==> src/pgot_pkg.sv <==
/*
  Shared constants of the per-sample gain and offset trim block: register
  indices, field positions, reset values, gain table and bus codes.
  Assumes a 32-bit AHB-Lite register bus and 14-bit signed samples.
*/
// Notes on behaviour
// - gain applied only while gain enable set
// - gain code N gives N times 0.2 dB
// - offset subtracted only while offset enable set
// - offset field is two's complement, negatives add
// - one offset count equals one 14-bit LSB
// - odd setting acts only on odd samples
// - even setting acts only on even samples
// - reset clears every trim field to zero
package pgot_pkg;

  // ----------------------------------------------------------------
  // Widths
  // ----------------------------------------------------------------
  localparam int PGOT_DATA_W   = 32;
  localparam int PGOT_REG_W    = 16;
  localparam int PGOT_SAMPLE_W = 14;
  localparam int PGOT_OFS_W    = 10;
  localparam int PGOT_GCODE_W  = 5;
  localparam int PGOT_COEF_W   = 14;
  localparam int PGOT_IDX_W    = 6;

  // ----------------------------------------------------------------
  // Register indices (byte address is four times the index)
  // ----------------------------------------------------------------
  localparam logic [5:0] PGOT_IDX_CFG      = 6'h03;
  localparam logic [5:0] PGOT_IDX_CH6_ODD  = 6'h1B;
  localparam logic [5:0] PGOT_IDX_CH6_EVEN = 6'h1C;
  localparam logic [5:0] PGOT_IDX_CH7_ODD  = 6'h1D;
  localparam logic [5:0] PGOT_IDX_CH7_EVEN = 6'h1E;
  localparam logic [5:0] PGOT_IDX_STATUS   = 6'h3F;

  // ----------------------------------------------------------------
  // Field positions and reset values
  // ----------------------------------------------------------------
  localparam int PGOT_GAIN_MSB   = 15;
  localparam int PGOT_GAIN_LSB   = 11;
  localparam int PGOT_RSV_BIT    = 10;
  localparam int PGOT_OFS_MSB    = 9;
  localparam int PGOT_OFS_LSB    = 0;
  localparam int PGOT_CFG_GAIN   = 12;
  localparam int PGOT_CFG_OFS    = 8;
  localparam int PGOT_ST_ODD6    = 0;
  localparam int PGOT_ST_ODD7    = 1;
  localparam int PGOT_ST_CLIP6   = 2;
  localparam int PGOT_ST_CLIP7   = 3;
  localparam logic [15:0] PGOT_TRIM_RST = 16'h0000;
  localparam logic [15:0] PGOT_CFG_RST  = 16'h0000;

  // ----------------------------------------------------------------
  // Gain: Q2.12 linear factor of 10^(N*0.2/20), N = 0..31
  // ----------------------------------------------------------------
  localparam int PGOT_GAIN_FRAC = 12;
  localparam logic [13:0] PGOT_GAIN_UNITY = 14'h1000;
  localparam logic [31:0][13:0] PGOT_GAIN_TAB = {
    14'h20AB, 14'h1FED, 14'h1F33, 14'h1E7D, 14'h1DCB, 14'h1D1D, 14'h1C74, 14'h1BCE,
    14'h1B2C, 14'h1A8E, 14'h19F3, 14'h195C, 14'h18C8, 14'h1838, 14'h17AA, 14'h1721,
    14'h169A, 14'h1616, 14'h1595, 14'h1518, 14'h149D, 14'h1425, 14'h13AF, 14'h133C,
    14'h12CC, 14'h125F, 14'h11F4, 14'h118B, 14'h1125, 14'h10C1, 14'h105F, 14'h1000};

  // ----------------------------------------------------------------
  // Bus codes and latency
  // ----------------------------------------------------------------
  localparam logic [1:0] PGOT_HTRANS_NONSEQ = 2'h2;
  localparam int         PGOT_PIPE_LAT      = 2;

endpackage

==> src/pgot_top.sv <==
/*
  Top of the per-sample gain and offset trim block for channels six and
  seven: AHB-Lite register slave, trim settings and two datapath lanes.
  Assumes one clock, synchronous sample streams and word-only accesses.
*/
`timescale 1ns/1ps
module pgot_top #(
  parameter int SAMPLE_W = pgot_pkg::PGOT_SAMPLE_W
) (
  // Clock and reset
  input  logic                I_MCLK,
  input  logic                I_RESET_N,
  // AHB-Lite slave
  input  logic                I_HSEL,
  input  logic [31:0]         I_HADDR,
  input  logic [1:0]          I_HTRANS,
  input  logic                I_HWRITE,
  input  logic [2:0]          I_HSIZE,
  input  logic [31:0]         I_HWDATA,
  input  logic                I_HREADY,
  output logic [31:0]         O_HRDATA,
  output logic                O_HREADYOUT,
  output logic                O_HRESP,
  // Channel six stream
  input  logic                I_CH6_VALID,
  input  logic                I_CH6_FIRST,
  input  logic [SAMPLE_W-1:0] I_CH6_SAMPLE,
  output logic                O_CH6_VALID,
  output logic [SAMPLE_W-1:0] O_CH6_SAMPLE,
  // Channel seven stream
  input  logic                I_CH7_VALID,
  input  logic                I_CH7_FIRST,
  input  logic [SAMPLE_W-1:0] I_CH7_SAMPLE,
  output logic                O_CH7_VALID,
  output logic [SAMPLE_W-1:0] O_CH7_SAMPLE
);
  import pgot_pkg::*;

  // ----------------------------------------------------------------
  // Types and state
  // ----------------------------------------------------------------
  typedef struct packed {
    logic        wr_pend;
    logic [5:0]  wr_idx;
    logic [15:0] ch6_odd_sample_trim;
    logic [15:0] ch6_even_sample_trim;
    logic [15:0] ch7_odd_sample_trim;
    logic [15:0] ch7_even_sample_trim;
    logic        gain_correction_enable;
    logic        offset_correction_enable;
    logic        clip6;
    logic        clip7;
    logic [31:0] hrdata;
    logic        hreadyout;
  } pgot_top_s;

  pgot_top_s   q;
  pgot_top_s   n;
  logic [1:0]  rst_sync;
  logic        rst_n;
  logic        odd6;
  logic        odd7;
  logic        clip6_ev;
  logic        clip7_ev;

  // ----------------------------------------------------------------
  // Reset release
  // ----------------------------------------------------------------
  // Assert at once, release two edges later so no flop sees a runt
  always_ff @(posedge I_MCLK or negedge I_RESET_N) begin
    if (!I_RESET_N) begin
      rst_sync <= 2'h0;
    end else begin
      rst_sync <= {rst_sync[0], 1'b1};
    end
  end
  assign rst_n = rst_sync[1];

  // ----------------------------------------------------------------
  // Read mux
  // ----------------------------------------------------------------
  // Reserved bits of the config and status words read as zero
  function automatic logic [31:0] read_word(input pgot_top_s s,
                                            input logic [5:0] idx,
                                            input logic o6,
                                            input logic o7);
    logic [31:0] w;
    w = 32'h0000_0000;
    case (idx)
      PGOT_IDX_CFG: begin
        w[PGOT_CFG_GAIN] = s.gain_correction_enable;
        w[PGOT_CFG_OFS]  = s.offset_correction_enable;
      end
      PGOT_IDX_CH6_ODD:  w[15:0] = s.ch6_odd_sample_trim;
      PGOT_IDX_CH6_EVEN: w[15:0] = s.ch6_even_sample_trim;
      PGOT_IDX_CH7_ODD:  w[15:0] = s.ch7_odd_sample_trim;
      PGOT_IDX_CH7_EVEN: w[15:0] = s.ch7_even_sample_trim;
      PGOT_IDX_STATUS: begin
        w[PGOT_ST_ODD6]  = o6;
        w[PGOT_ST_ODD7]  = o7;
        w[PGOT_ST_CLIP6] = s.clip6;
        w[PGOT_ST_CLIP7] = s.clip7;
      end
      default: w = 32'h0000_0000;
    endcase
    return w;
  endfunction

  // ----------------------------------------------------------------
  // Register slave
  // ----------------------------------------------------------------
  // Write data lands at the end of the data phase; a read that follows
  // at once is served from the next-state copy, so it sees that write
  always_comb begin
    logic accept;
    logic mapped;
    accept = 1'b0;
    mapped = 1'b0;
    n = q;
    n.hreadyout = 1'b1;
    if (q.wr_pend) begin
      case (q.wr_idx)
        PGOT_IDX_CFG: begin
          n.gain_correction_enable   = I_HWDATA[PGOT_CFG_GAIN];
          n.offset_correction_enable = I_HWDATA[PGOT_CFG_OFS];
        end
        // All sixteen low bits kept, bit ten included, as software wrote them
        PGOT_IDX_CH6_ODD:  n.ch6_odd_sample_trim  = I_HWDATA[15:0];
        PGOT_IDX_CH6_EVEN: n.ch6_even_sample_trim = I_HWDATA[15:0];
        PGOT_IDX_CH7_ODD:  n.ch7_odd_sample_trim  = I_HWDATA[15:0];
        PGOT_IDX_CH7_EVEN: n.ch7_even_sample_trim = I_HWDATA[15:0];
        PGOT_IDX_STATUS: begin
          if (I_HWDATA[PGOT_ST_CLIP6]) begin
            n.clip6 = 1'b0;
          end
          if (I_HWDATA[PGOT_ST_CLIP7]) begin
            n.clip7 = 1'b0;
          end
        end
        default: n.wr_pend = 1'b0;
      endcase
    end
    // Clip events come after the clear so a same-cycle event survives
    if (clip6_ev) begin
      n.clip6 = 1'b1;
    end
    if (clip7_ev) begin
      n.clip7 = 1'b1;
    end
    // Address phase
    accept = I_HSEL && I_HTRANS[1] && I_HREADY;
    mapped = (I_HADDR[31:8] == 24'h000000) && (I_HADDR[1:0] == 2'h0);
    n.wr_pend = accept && I_HWRITE && mapped;
    n.wr_idx = I_HADDR[7:2];
    if (accept && !I_HWRITE && mapped) begin
      n.hrdata = read_word(n, I_HADDR[7:2], odd6, odd7);
    end else begin
      n.hrdata = 32'h0000_0000;
    end
  end

  // State register
  always_ff @(posedge I_MCLK or negedge rst_n) begin
    if (!rst_n) begin
      q <= '0;
      q.ch6_odd_sample_trim  <= PGOT_TRIM_RST;
      q.ch6_even_sample_trim <= PGOT_TRIM_RST;
      q.ch7_odd_sample_trim  <= PGOT_TRIM_RST;
      q.ch7_even_sample_trim <= PGOT_TRIM_RST;
      q.gain_correction_enable   <= PGOT_CFG_RST[PGOT_CFG_GAIN];
      q.offset_correction_enable <= PGOT_CFG_RST[PGOT_CFG_OFS];
      q.hreadyout <= 1'b1;
    end else begin
      q <= n;
    end
  end

  // Zero wait states and always OKAY: HREADYOUT from a fixed flop, HRESP tied low
  assign O_HRDATA    = q.hrdata;
  assign O_HREADYOUT = q.hreadyout;
  assign O_HRESP     = 1'b0;

  // ----------------------------------------------------------------
  // Datapath lanes
  // ----------------------------------------------------------------
  // Each lane gets both of its settings; the lane picks by parity
  pgot_trim_lane #(
    .SAMPLE_W (SAMPLE_W)
  ) u_lane6 (
    .clk         (I_MCLK),
    .rst_n       (rst_n),
    .i_gain_en   (q.gain_correction_enable),
    .i_offset_en (q.offset_correction_enable),
    .i_odd_trim  (q.ch6_odd_sample_trim),
    .i_even_trim (q.ch6_even_sample_trim),
    .i_valid     (I_CH6_VALID),
    .i_first     (I_CH6_FIRST),
    .i_sample    (I_CH6_SAMPLE),
    .o_valid     (O_CH6_VALID),
    .o_sample    (O_CH6_SAMPLE),
    .o_clip      (clip6_ev),
    .o_next_odd  (odd6)
  );

  pgot_trim_lane #(
    .SAMPLE_W (SAMPLE_W)
  ) u_lane7 (
    .clk         (I_MCLK),
    .rst_n       (rst_n),
    .i_gain_en   (q.gain_correction_enable),
    .i_offset_en (q.offset_correction_enable),
    .i_odd_trim  (q.ch7_odd_sample_trim),
    .i_even_trim (q.ch7_even_sample_trim),
    .i_valid     (I_CH7_VALID),
    .i_first     (I_CH7_FIRST),
    .i_sample    (I_CH7_SAMPLE),
    .o_valid     (O_CH7_VALID),
    .o_sample    (O_CH7_SAMPLE),
    .o_clip      (clip7_ev),
    .o_next_odd  (odd7)
  );

endmodule

==> src/pgot_trim_lane.sv <==
/*
  One channel of the trim datapath: odd/even setting select, offset
  subtraction, gain scaling and saturation, two pipeline stages.
  Assumes samples are signed and synchronous to the clock.
*/
`timescale 1ns/1ps
module pgot_trim_lane #(
  parameter int SAMPLE_W = pgot_pkg::PGOT_SAMPLE_W
) (
  // Clock and reset
  input  logic                clk,
  input  logic                rst_n,
  // Global enables and settings
  input  logic                i_gain_en,
  input  logic                i_offset_en,
  input  logic [15:0]         i_odd_trim,
  input  logic [15:0]         i_even_trim,
  // Sample stream in
  input  logic                i_valid,
  input  logic                i_first,
  input  logic [SAMPLE_W-1:0] i_sample,
  // Sample stream out
  output logic                o_valid,
  output logic [SAMPLE_W-1:0] o_sample,
  output logic                o_clip,
  output logic                o_next_odd
);
  import pgot_pkg::*;

  localparam int DW = SAMPLE_W + 1;
  localparam int PW = SAMPLE_W + 16;
  localparam logic signed [PW-1:0] SMAX = PW'((1 <<< (SAMPLE_W - 1)) - 1);
  localparam logic signed [PW-1:0] SMIN = -PW'(1 <<< (SAMPLE_W - 1));

  typedef struct packed {
    logic                odd;
    logic                s1_valid;
    logic [DW-1:0]       s1_diff;
    logic [13:0]         s1_coef;
    logic                out_valid;
    logic [SAMPLE_W-1:0] out_sample;
    logic                out_clip;
  } pgot_lane_s;

  pgot_lane_s q;
  pgot_lane_s n;

  // ----------------------------------------------------------------
  // Datapath
  // ----------------------------------------------------------------
  // Setting is picked per sample so odd and even never mix
  always_comb begin
    logic            is_odd;
    logic [15:0]     sel;
    logic [DW-1:0]   ofs;
    logic signed [PW-1:0] prod;
    logic signed [PW-1:0] scl;
    is_odd = 1'b0;
    sel = 16'h0000;
    ofs = '0;
    prod = '0;
    scl = '0;
    n = q;
    is_odd = i_first ? 1'b0 : q.odd;
    sel = is_odd ? i_odd_trim : i_even_trim;
    if (i_valid) begin
      n.odd = ~is_odd;
    end
    // Sign extension makes a negative offset add to the sample
    ofs = DW'($signed(sel[PGOT_OFS_MSB:PGOT_OFS_LSB]));
    n.s1_valid = i_valid;
    n.s1_diff = DW'($signed(i_sample)) - (i_offset_en ? ofs : '0);
    n.s1_coef = i_gain_en ? PGOT_GAIN_TAB[sel[PGOT_GAIN_MSB:PGOT_GAIN_LSB]]
                          : PGOT_GAIN_UNITY;
    // Round half up, then clamp; a wrap would be far worse than a clip
    prod = PW'($signed(q.s1_diff)) * PW'($signed({1'b0, q.s1_coef}));
    scl = (prod + PW'(1 <<< (PGOT_GAIN_FRAC - 1))) >>> PGOT_GAIN_FRAC;
    n.out_valid = q.s1_valid;
    n.out_clip = 1'b0;
    if (scl > SMAX) begin
      n.out_sample = SMAX[SAMPLE_W-1:0];
      n.out_clip = q.s1_valid;
    end else if (scl < SMIN) begin
      n.out_sample = SMIN[SAMPLE_W-1:0];
      n.out_clip = q.s1_valid;
    end else begin
      n.out_sample = scl[SAMPLE_W-1:0];
    end
  end

  // State register
  always_ff @(posedge clk or negedge rst_n) begin
    if (!rst_n) begin
      q <= '0;
    end else begin
      q <= n;
    end
  end

  assign o_valid    = q.out_valid;
  assign o_sample   = q.out_sample;
  assign o_clip     = q.out_clip;
  assign o_next_odd = q.odd;

endmodule

==> config.mk <==
export PLATFORM = sky130hd
export DESIGN_NAME = pgot_top
export DESIGN_NICKNAME = d
export VERILOG_FILES = /design/src/pgot_pkg.sv /design/src/pgot_top.sv /design/src/pgot_trim_lane.sv
export SDC_FILE = /design/constraint.sdc
export NUM_CORES = 1
export LEC_CHECK = 0
export ABC_AREA = 1
export BUFFER_PORTS_ARGS = -buffer_cell sky130_fd_sc_hd__buf_2
export CAP_MARGIN = 10
export CORE_MARGIN = 3
export CORE_UTILIZATION = 35
export DETAILED_ROUTE_END_ITERATION = 10
export HOLD_SLACK_MARGIN = 0.1
export PLACE_DENSITY_LB_ADDON = 0.05
export SKIP_CTS_REPAIR_TIMING = 1
export SYNTH_ARGS = -nofsm -noshare
export SYNTH_HDL_FRONTEND = slang
export SYNTH_SLANG_ARGS = --single-unit
==> constraint.sdc <==
create_clock -name I_MCLK -period 11.6 [get_ports I_MCLK]
set_input_delay 1.16 -clock I_MCLK [delete_from_list [all_inputs] [get_ports I_MCLK]]
set_output_delay 1.16 -clock I_MCLK [all_outputs]
set_load 0.05 [all_outputs]
==> results.txt, run 1 <==
Fin area = 29500 um2
Post-synth ARST share = 1.00
Cell Area, Placed = 28800 um2
CTS tree = yes
Crit start category = flip-flop
Worst slew pin tran = 1.02 ns
Grt ovf = 0
Average wire per standard cell = 16.5 um
Die Y = 287 um
First-pass DRT Iterations = 5
Clock Sinks = 187
Unique masters post-synth = 60
DIE AREA = 82300 um2
F_max = 0.143 GHz
Syn avg cell area = 7.84 um2
Antenna fix cells = 0
Most common cell after layout, fill and taps aside = inv_1
Area Growth Syn to Fin = 6.86%
Root Driver = clkbuf_16
#FFs+latches synth = 187
Max Root-Sink Buffers = 2
Tcrit/Tclk final = 0.604
Vias per cell = 4.68
DRT antenna net count = 0
Final Hold Vio Count = 0
Clk_lat worst skew = 0.50 ns
Num CTS Buffers = 17
Core Area = 77800 um2
Commonest non-fill, non-tap cells in the layout = 905 x inv_1, 903 x nand2_1, 414 x fa_1, 236 x ha_1, 186 x dfrtp_1
Initial antenna violation count = 0
H-tree lvl count = 4
Starting Density = 0.355
Die span in x = 287 um
Core Util, Final = 0.379
Setup CP Type = flip-flop to flip-flop
Main synth FF type = dfrtp_1
Ports = 170
Finish-stage setup viols = 0
Worst Hold Class = flip-flop to flip-flop
Max-slew headroom = 0.317
Clock skew = 0.0304 ns
Reg2reg setup slack = 4.59 ns
Final nets = 4298
Max Cap Viol = 0
Clk slew on worst S/H paths = 0.10 ns
Count of non-filler cells in the finished layout = 4595
Unrepaired setup endpoints after global routing = false
Status = finished, final reports clean
Post-route DRC = 0
Initial detailed-routing violation count = 1421
Syn Std Cell Area = 27600 um2
RePlAce Congestion = 0.848
Worst Path Max Fanout = 15
Worst setup EP type = flip-flop
Syn. warnings = 0
Via count = 21500
Largest net degree at the start of global routing = 64
Fin Setup TNS = 0 ns
Share of layout cells above drive strength 1 = 0.0622
Dpl cells = 4563
Input/output buffers = 131
Global-route wire length before repair = 126000 um
Post-synthesis instance total = 3519
Vias in the first global route = 23400
Crit path time final = 7.01 ns
Placement row count = 102
DPL Wire Length = 62000 um
Max Slew Vio Count = 0
Critical Path AT = 7.37 ns
GR Util All Layers = 0.195
Overall routed net length = 76000 um
Register area share after synthesis = 0.170
Post-synth EDFFs = 0
Critical path required time = 11.97 ns
-- cells by family (layout without fill, tap and decap cells) --
logic type,Yosys count,in the layout,share of synthesized area
simple gates,1197,1197,0.173
fa+ha+maj,650,650,0.407
compound gates,345,345,0.0727
xor+xnor,67,67,0.0213
other cells,2,19,0.000272
flops,187,187,0.170
buf+inv,1071,1090,0.156
-- layout make-up --
class,count,area (um2)
multi-input combinational,2278,18700
sequential,187,4680
clock inverter,15,229
fill,8312,48400
clock buffer,17,425
timing repair buffer,142,738
tap,1040,1300
inverter,916,3440
-- through the flow --
stage | setup slack, ns | hold WS [ns]
2_1_floorplan | 5.73 | 0.331
3_5_place_dp | 4.65 | 0.346
4_1_cts | 4.62 | 0.370
6_report | 4.59 | 0.367
5_1_grt | 4.11 | 0.384
3_3_place_gp | 4.69 | 0.341
-- cells in the mapped netlist (4+ instances only) --
cell type / instances / area (um2)
nand3_1: 61 / 305
xor2_1: 42 / 368
o21ai_1: 8 / 40.0
buf_4: 66 / 495
clkbuf_1: 76 / 285
nand4_1: 10 / 62.6
a41oi_1: 10 / 87.6
a21oi_1: 123 / 616
nand2_1: 903 / 3390
xnor2_1: 25 / 219
o21bai_1: 13 / 97.6
a31oi_1: 8 / 50.1
inv_2: 10 / 37.5
o21ai_0: 128 / 641
o31ai_1: 7 / 52.6
fa_1: 414 / 8290
nor2_2: 4 / 25.0
buf_6: 4 / 45.0
nand2_2: 11 / 68.8
inv_1: 905 / 3400
ha_1: 236 / 2950
nor4_1: 8 / 50.1
nor3_1: 31 / 155
buf_2: 9 / 45.0
a221oi_1: 6 / 52.6
dfrtp_1: 187 / 4680
a21o_1: 11 / 82.6
o21ai_2: 4 / 35.0
nor2_1: 152 / 571
-- per-layer routing --
metal / track usage / vias up / share of wire
li1: - / 10400 / -
met1: 0.281 / 10600 / 0.49
met2: 0.310 / 469 / 0.45
met3: 0.0264 / 74 / 0.049
met4: 0.0498 / 0 / 0.020
met5: 0 / - / 0
-- registers in the layout, indices dropped and copies added (netlist names) --
register,cells
q,75
u_lane6.q,29
u_lane7.q,29
O_HRDATA,16
u_lane6.o_sample,14
u_lane7.o_sample,14
rst_sync,2
u_lane6.n,1
u_lane6.o_clip,1
u_lane6.o_next_odd,1
u_lane6.o_valid,1
u_lane7.n,1
u_lane7.o_clip,1
u_lane7.o_next_odd,1
u_lane7.o_valid,1
-- path summary, 6_finish.rpt --
check                                  endpoint  cells past startpoint          start
setup / recovery           u_lane6.o_sample[11]                     24  u_lane6.q[16]
setup reg to reg           u_lane6.o_sample[11]                     24  u_lane6.q[16]
min in group asynchronous           rst_sync[1]                      1      I_RESET_N
hold reg to reg                     rst_sync[1]                      0    rst_sync[0]
max in group asynchronous   u_lane6.o_sample[6]                      1    rst_sync[1]
hold / removal                      rst_sync[1]                      0    rst_sync[0]
-- critical path, cell delays in order (launching register included) --
cell,delay [ns]
dfrtp_1,0.82
nand2_1,0.28
fa_1,0.64
fa_1,0.73
inv_1,0.25
fa_1,0.53
fa_1,0.51
fa_1,0.49
inv_1,0.05
fa_1,0.47
inv_1,0.05
ha_1,0.43
nand2_1,0.15
nor2_1,0.21
nand2_1,0.09
a21oi_1,0.19
nor2_1,0.11
nand2_1,0.13
a21oi_2,0.09
inv_1,0.08
nand2_1,0.06
nand2_2,0.20
nand2_4,0.15
nand2_1,0.10
nand2_1,0.07
Power of run 1 is not shown: default switching activity piles up to over one toggle a cycle in this logic, so the estimate is an artifact.
==> run 2: changes to the inputs <==
clock period = 6.74 ns   (was 11.6 ns; I/O delays follow)
==> results.txt, run 2 (synthesized netlist as in run 1, its figures left out) <==
Area Growth Syn to Fin = 8.29%
CP Buf/Inv Count = 5 (+1)
F_max = 0.157 GHz (+9.8%)
Ports = 170 (unchanged)
Initial antenna violation count = 4 (+4)
Root Driver = clkbuf_16
Die span in x = 287 um (unchanged)
DPL Wire Length = 63700 um (+2.8%)
Unrepaired setup endpoints after global routing = false
Core Area = 77800 um2 (unchanged)
CTS tree = yes
Biggest register = q
Critical path required time = 7.11 ns (-4.86 ns)
Max Slew Vio Count = 0 (unchanged)
Max Root-Sink Buffers = 2 (unchanged)
Input/output buffers = 131 (unchanged)
Max reg flops = 75 (unchanged)
DRT antenna net count = 0 (unchanged)
Average wire per standard cell = 16.5 um (-0.43%)
Grt ovf = 0 (unchanged)
Final Hold Vio Count = 0 (unchanged)
Tcrit/Tclk final = 0.947 (+0.343)
Fin Setup TNS = 0 ns (unchanged)
Global-route wire length before repair = 126000 um (-0.39%)
Max Cap Viol = 0 (unchanged)
Share of layout cells above drive strength 1 = 0.0768 (+0.0147)
Critical Path AT = 6.75 ns (-0.62 ns)
Initial detailed-routing violation count = 1229 (-14%)
GR Util All Layers = 0.194 (-0.000759)
FF+latch area = 4690 um2 (+0.11%)
Placement row count = 102 (unchanged)
Clk_lat worst skew = 0.51 ns (about the same)
Die Y = 287 um (unchanged)
Crit path time final = 6.38 ns (-0.625 ns)
Worst Path Max Fanout = 13 (-2)
Final nets = 4348 (+1.2%)
Dpl cells = 4610 (+1.0%)
Overall routed net length = 76500 um (+0.68%)
Crit path top cell by count = fa_1
Cell family with most CP delay = adder cells
Clk slew on worst S/H paths = 0.10 ns (about the same)
Largest regs = q x75, u_lane6.q x29, u_lane7.q x29
Vias in the first global route = 23100 (-1.0%)
Multi-input logic area = 18700 um2 (about the same)
Reg2reg setup slack = 0.36 ns (-4.24 ns)
Layout fillers = 8243 (-0.83%)
CP max stage delay = 0.75 ns (-0.07 ns)
Num CTS Buffers = 17 (unchanged)
DIE AREA = 82300 um2 (unchanged)
Worst slew pin tran = 0.982 ns (-0.0410 ns)
Crit path max-delay cell type = dfrtp_1
H-tree lvl count = 4 (unchanged)
Vias per cell = 4.62 (-1.4%)
Starting Density = 0.355 (unchanged)
Most common cell after layout, fill and taps aside = inv_1
Worst Hold Class = primary input to flip-flop
Largest net degree at the start of global routing = 73 (+14%)
RePlAce Congestion = 0.844 (-0.45%)
Crit start category = flip-flop
Commonest non-fill, non-tap cells in the layout = 904 x inv_1, 903 x nand2_1, 413 x fa_1, 236 x ha_1, 182 x dfrtp_1
First-pass DRT Iterations = 5 (unchanged)
Worst setup EP type = flip-flop
Finish-stage setup viols = 0 (unchanged)
Setup CP Type = flip-flop to flip-flop
Via count = 21500 (-0.32%)
Status = finished, final reports clean
Clock Sinks = 187 (unchanged)
Count of non-filler cells in the finished layout = 4646 (+1.1%)
Max-slew headroom = 0.345 (+0.0274)
Clock skew = 0.0331 ns (+0.00276 ns)
Post-route DRC = 0 (unchanged)
run 2: metal layers:
metal	global-route usage	vias up	share of wire	wire length, um
li1	-	10500	-	-
met1	0.280	10500	0.49	37600
met2	0.312	461	0.44	34000
met3	0.0258	55	0.048	3660
met4	0.0435	4	0.016	1190
met5	0	-	0.00035	27
run 2: final timing paths:
kind,from,end,cells after the start
max,u_lane6.q[36],u_lane6.o_sample[1],25
min,I_HADDR[7],q[106],1
max reg2reg,u_lane6.q[36],u_lane6.o_sample[1],25
min reg2reg,rst_sync[0],rst_sync[1],0
max in group asynchronous,rst_sync[1],u_lane6.q[26],1
min in group asynchronous,rst_sync[1],O_HRDATA[5],0
run 2: final cells by class:
type,instances,share of cell area
timing repair buffer,192,0.0373
clock buffer,17,0.0142
antenna,1,0.0000837
sequential,187,0.157
multi-input combinational,2278,0.625
clock inverter,15,0.00749
tap,1040,0.0435
inverter,916,0.115
run 2: per-stage QoR:
step                 util  worst slack (ns)  instance area, um2  hold WS [ns]
detailed placement  0.375             0.261               29200         0.348
CTS                 0.383             0.234               29800        -0.114
floorplan               -             0.874               27700         0.331
global route        0.384           0.00578               29900         0.302
global placement    0.375             0.331               29200         0.340
finish              0.384             0.360               29900         0.326
Power of run 2 is left out for the same reason.
==> run 3: changes to the inputs <==
clock period = 7.1 ns   (was 6.74 ns; I/O delays follow)
==> results.txt, run 3 (synthesized netlist as in run 1, its figures left out) <==
Fin Setup TNS = 0 ns (unchanged)
First-pass DRT Iterations = 5 (unchanged)
Commonest non-fill, non-tap cells in the layout = 905 x inv_1, 903 x nand2_1, 414 x fa_1, 236 x ha_1, 186 x dfrtp_1
Biggest register = q
Initial detailed-routing violation count = 1416 (+15%)
Grt ovf = 0 (unchanged)
Clk slew on worst S/H paths = 0.10 ns (about the same)
H-tree lvl count = 4 (unchanged)
Worst Hold Class = flip-flop to flip-flop
Worst setup EP type = flip-flop
Post-route DRC = 0 (unchanged)
Share of layout cells above drive strength 1 = 0.0690 (-0.00788)
Worst Path Max Fanout = 13 (unchanged)
Clk_lat worst skew = 0.50 ns (about the same)
DRT antenna net count = 0 (unchanged)
Max Root-Sink Buffers = 2 (unchanged)
Root Driver = clkbuf_16
Critical Path AT = 6.89 ns (+0.14 ns)
F_max = 0.153 GHz (-2.3%)
Num CTS Buffers = 17 (unchanged)
Average wire per standard cell = 16.7 um (+1.4%)
Ports = 170 (unchanged)
Final hold slack = 0.359 ns (+0.0329 ns)
Die span in x = 287 um (unchanged)
Initial antenna violation count = 1 (-3)
Worst slew pin tran = 1.03 ns (+0.0508 ns)
Largest net degree at the start of global routing = 74 (+1.4%)
Placement row count = 102 (unchanged)
Starting Density = 0.355 (unchanged)
Setup CP Type = flip-flop to flip-flop
CTS tree = yes
Final nets = 4325 (-0.53%)
Crit path time final = 6.53 ns (+0.151 ns)
Finish-stage setup viols = 0 (unchanged)
RePlAce Congestion = 0.853 (+1.0%)
Antenna fix cells = 0 (-1)
Max Slew Vio Count = 0 (unchanged)
Largest regs = q x75, u_lane6.q x29, u_lane7.q x29
Clock Sinks = 187 (unchanged)
Overall routed net length = 77200 um (+0.85%)
Unrepaired setup endpoints after global routing = false
Max-slew headroom = 0.311 (-0.0339)
Clock skew = 0.0285 ns (-0.00462 ns)
Critical path required time = 7.46 ns (+0.35 ns)
Max reg flops = 75 (unchanged)
Core Util, Final = 0.382 (-0.00241)
Die Y = 287 um (unchanged)
Input/output buffers = 131 (unchanged)
Via count = 21700 (+1.1%)
Core Area = 77800 um2 (unchanged)
Vias in the first global route = 23500 (+1.6%)
DIE AREA = 82300 um2 (unchanged)
Crit start category = flip-flop
GR Util All Layers = 0.197 (+0.00252)
Tcrit/Tclk final = 0.920 (-0.0268)
Global-route wire length before repair = 128000 um (+1.4%)
DPL Wire Length = 63800 um (+0.14%)
Most common cell after layout, fill and taps aside = inv_1
Max Cap Viol = 0 (unchanged)
Vias per cell = 4.69 (+1.6%)
Area Growth Syn to Fin = 7.61%
Final Hold Vio Count = 0 (unchanged)
Status = finished, final reports clean
## run 3: area by class of cell
type	instances	area [um2]
clock buffers	17	425
clock inverters	15	233
fillers	8281	48100
inverters	916	3440
multi-input cells	2278	18700
flip-flops and latches	187	4680
well taps	1040	1300
repair buffers	169	943
## run 3: through the flow
stage / worst slack, ns / cell area, um2 / cells
2_1_floorplan: 1.23 / 27700 / 3536
3_3_place_gp: 0.609 / 29000 / 4589
3_5_place_dp: 0.591 / 29000 / 4589
4_1_cts: 0.566 / 29700 / 4621
5_1_grt: 0.0866 / 29700 / 4622
6_report: 0.569 / 29700 / 4622
## run 3: final timing paths
check	endpoint	start	slack, ns	cells past startpoint
min	rst_sync[1]	rst_sync[0]	0.36	0
min reg2reg	rst_sync[1]	rst_sync[0]	0.36	0
max	u_lane6.o_sample[3]	u_lane6.q[44]	0.57	23
max in group asynchronous	u_lane6.q[26]	rst_sync[1]	5.20	1
max reg2reg	u_lane6.o_sample[3]	u_lane6.q[44]	0.57	23
min in group asynchronous	O_HRDATA[5]	rst_sync[1]	0.42	0
## run 3: worst max-delay path, stage by stage (launching register included)
cell and delay, ns:
dfrtp_1 0.58, nand2_1 0.22, fa_1 0.63, fa_1 0.53
inv_1 0.31, fa_1 0.51, fa_1 0.50, fa_1 0.50
inv_1 0.05, fa_1 0.47, inv_1 0.04, ha_1 0.35
a21oi_1 0.22, o21ai_0 0.17, nand2_1 0.10, nand2_1 0.05
nor2_1 0.21, nand2_1 0.15, a21oi_2 0.19, inv_1 0.07
nand2_1 0.06, nand2_1 0.08, nand2_2 0.28, nand2_1 0.12
## run 3: routing by layer
layer	up-vias	track usage	share of wire	routed length [um]
met5	-	0	0.00017	13
met4	2	0.0424	0.016	1230
met3	59	0.0284	0.049	3760
met2	489	0.313	0.44	34300
met1	10700	0.286	0.49	37900
li1	10400	-	-	-
Power of run 3 is left out for the same reason.
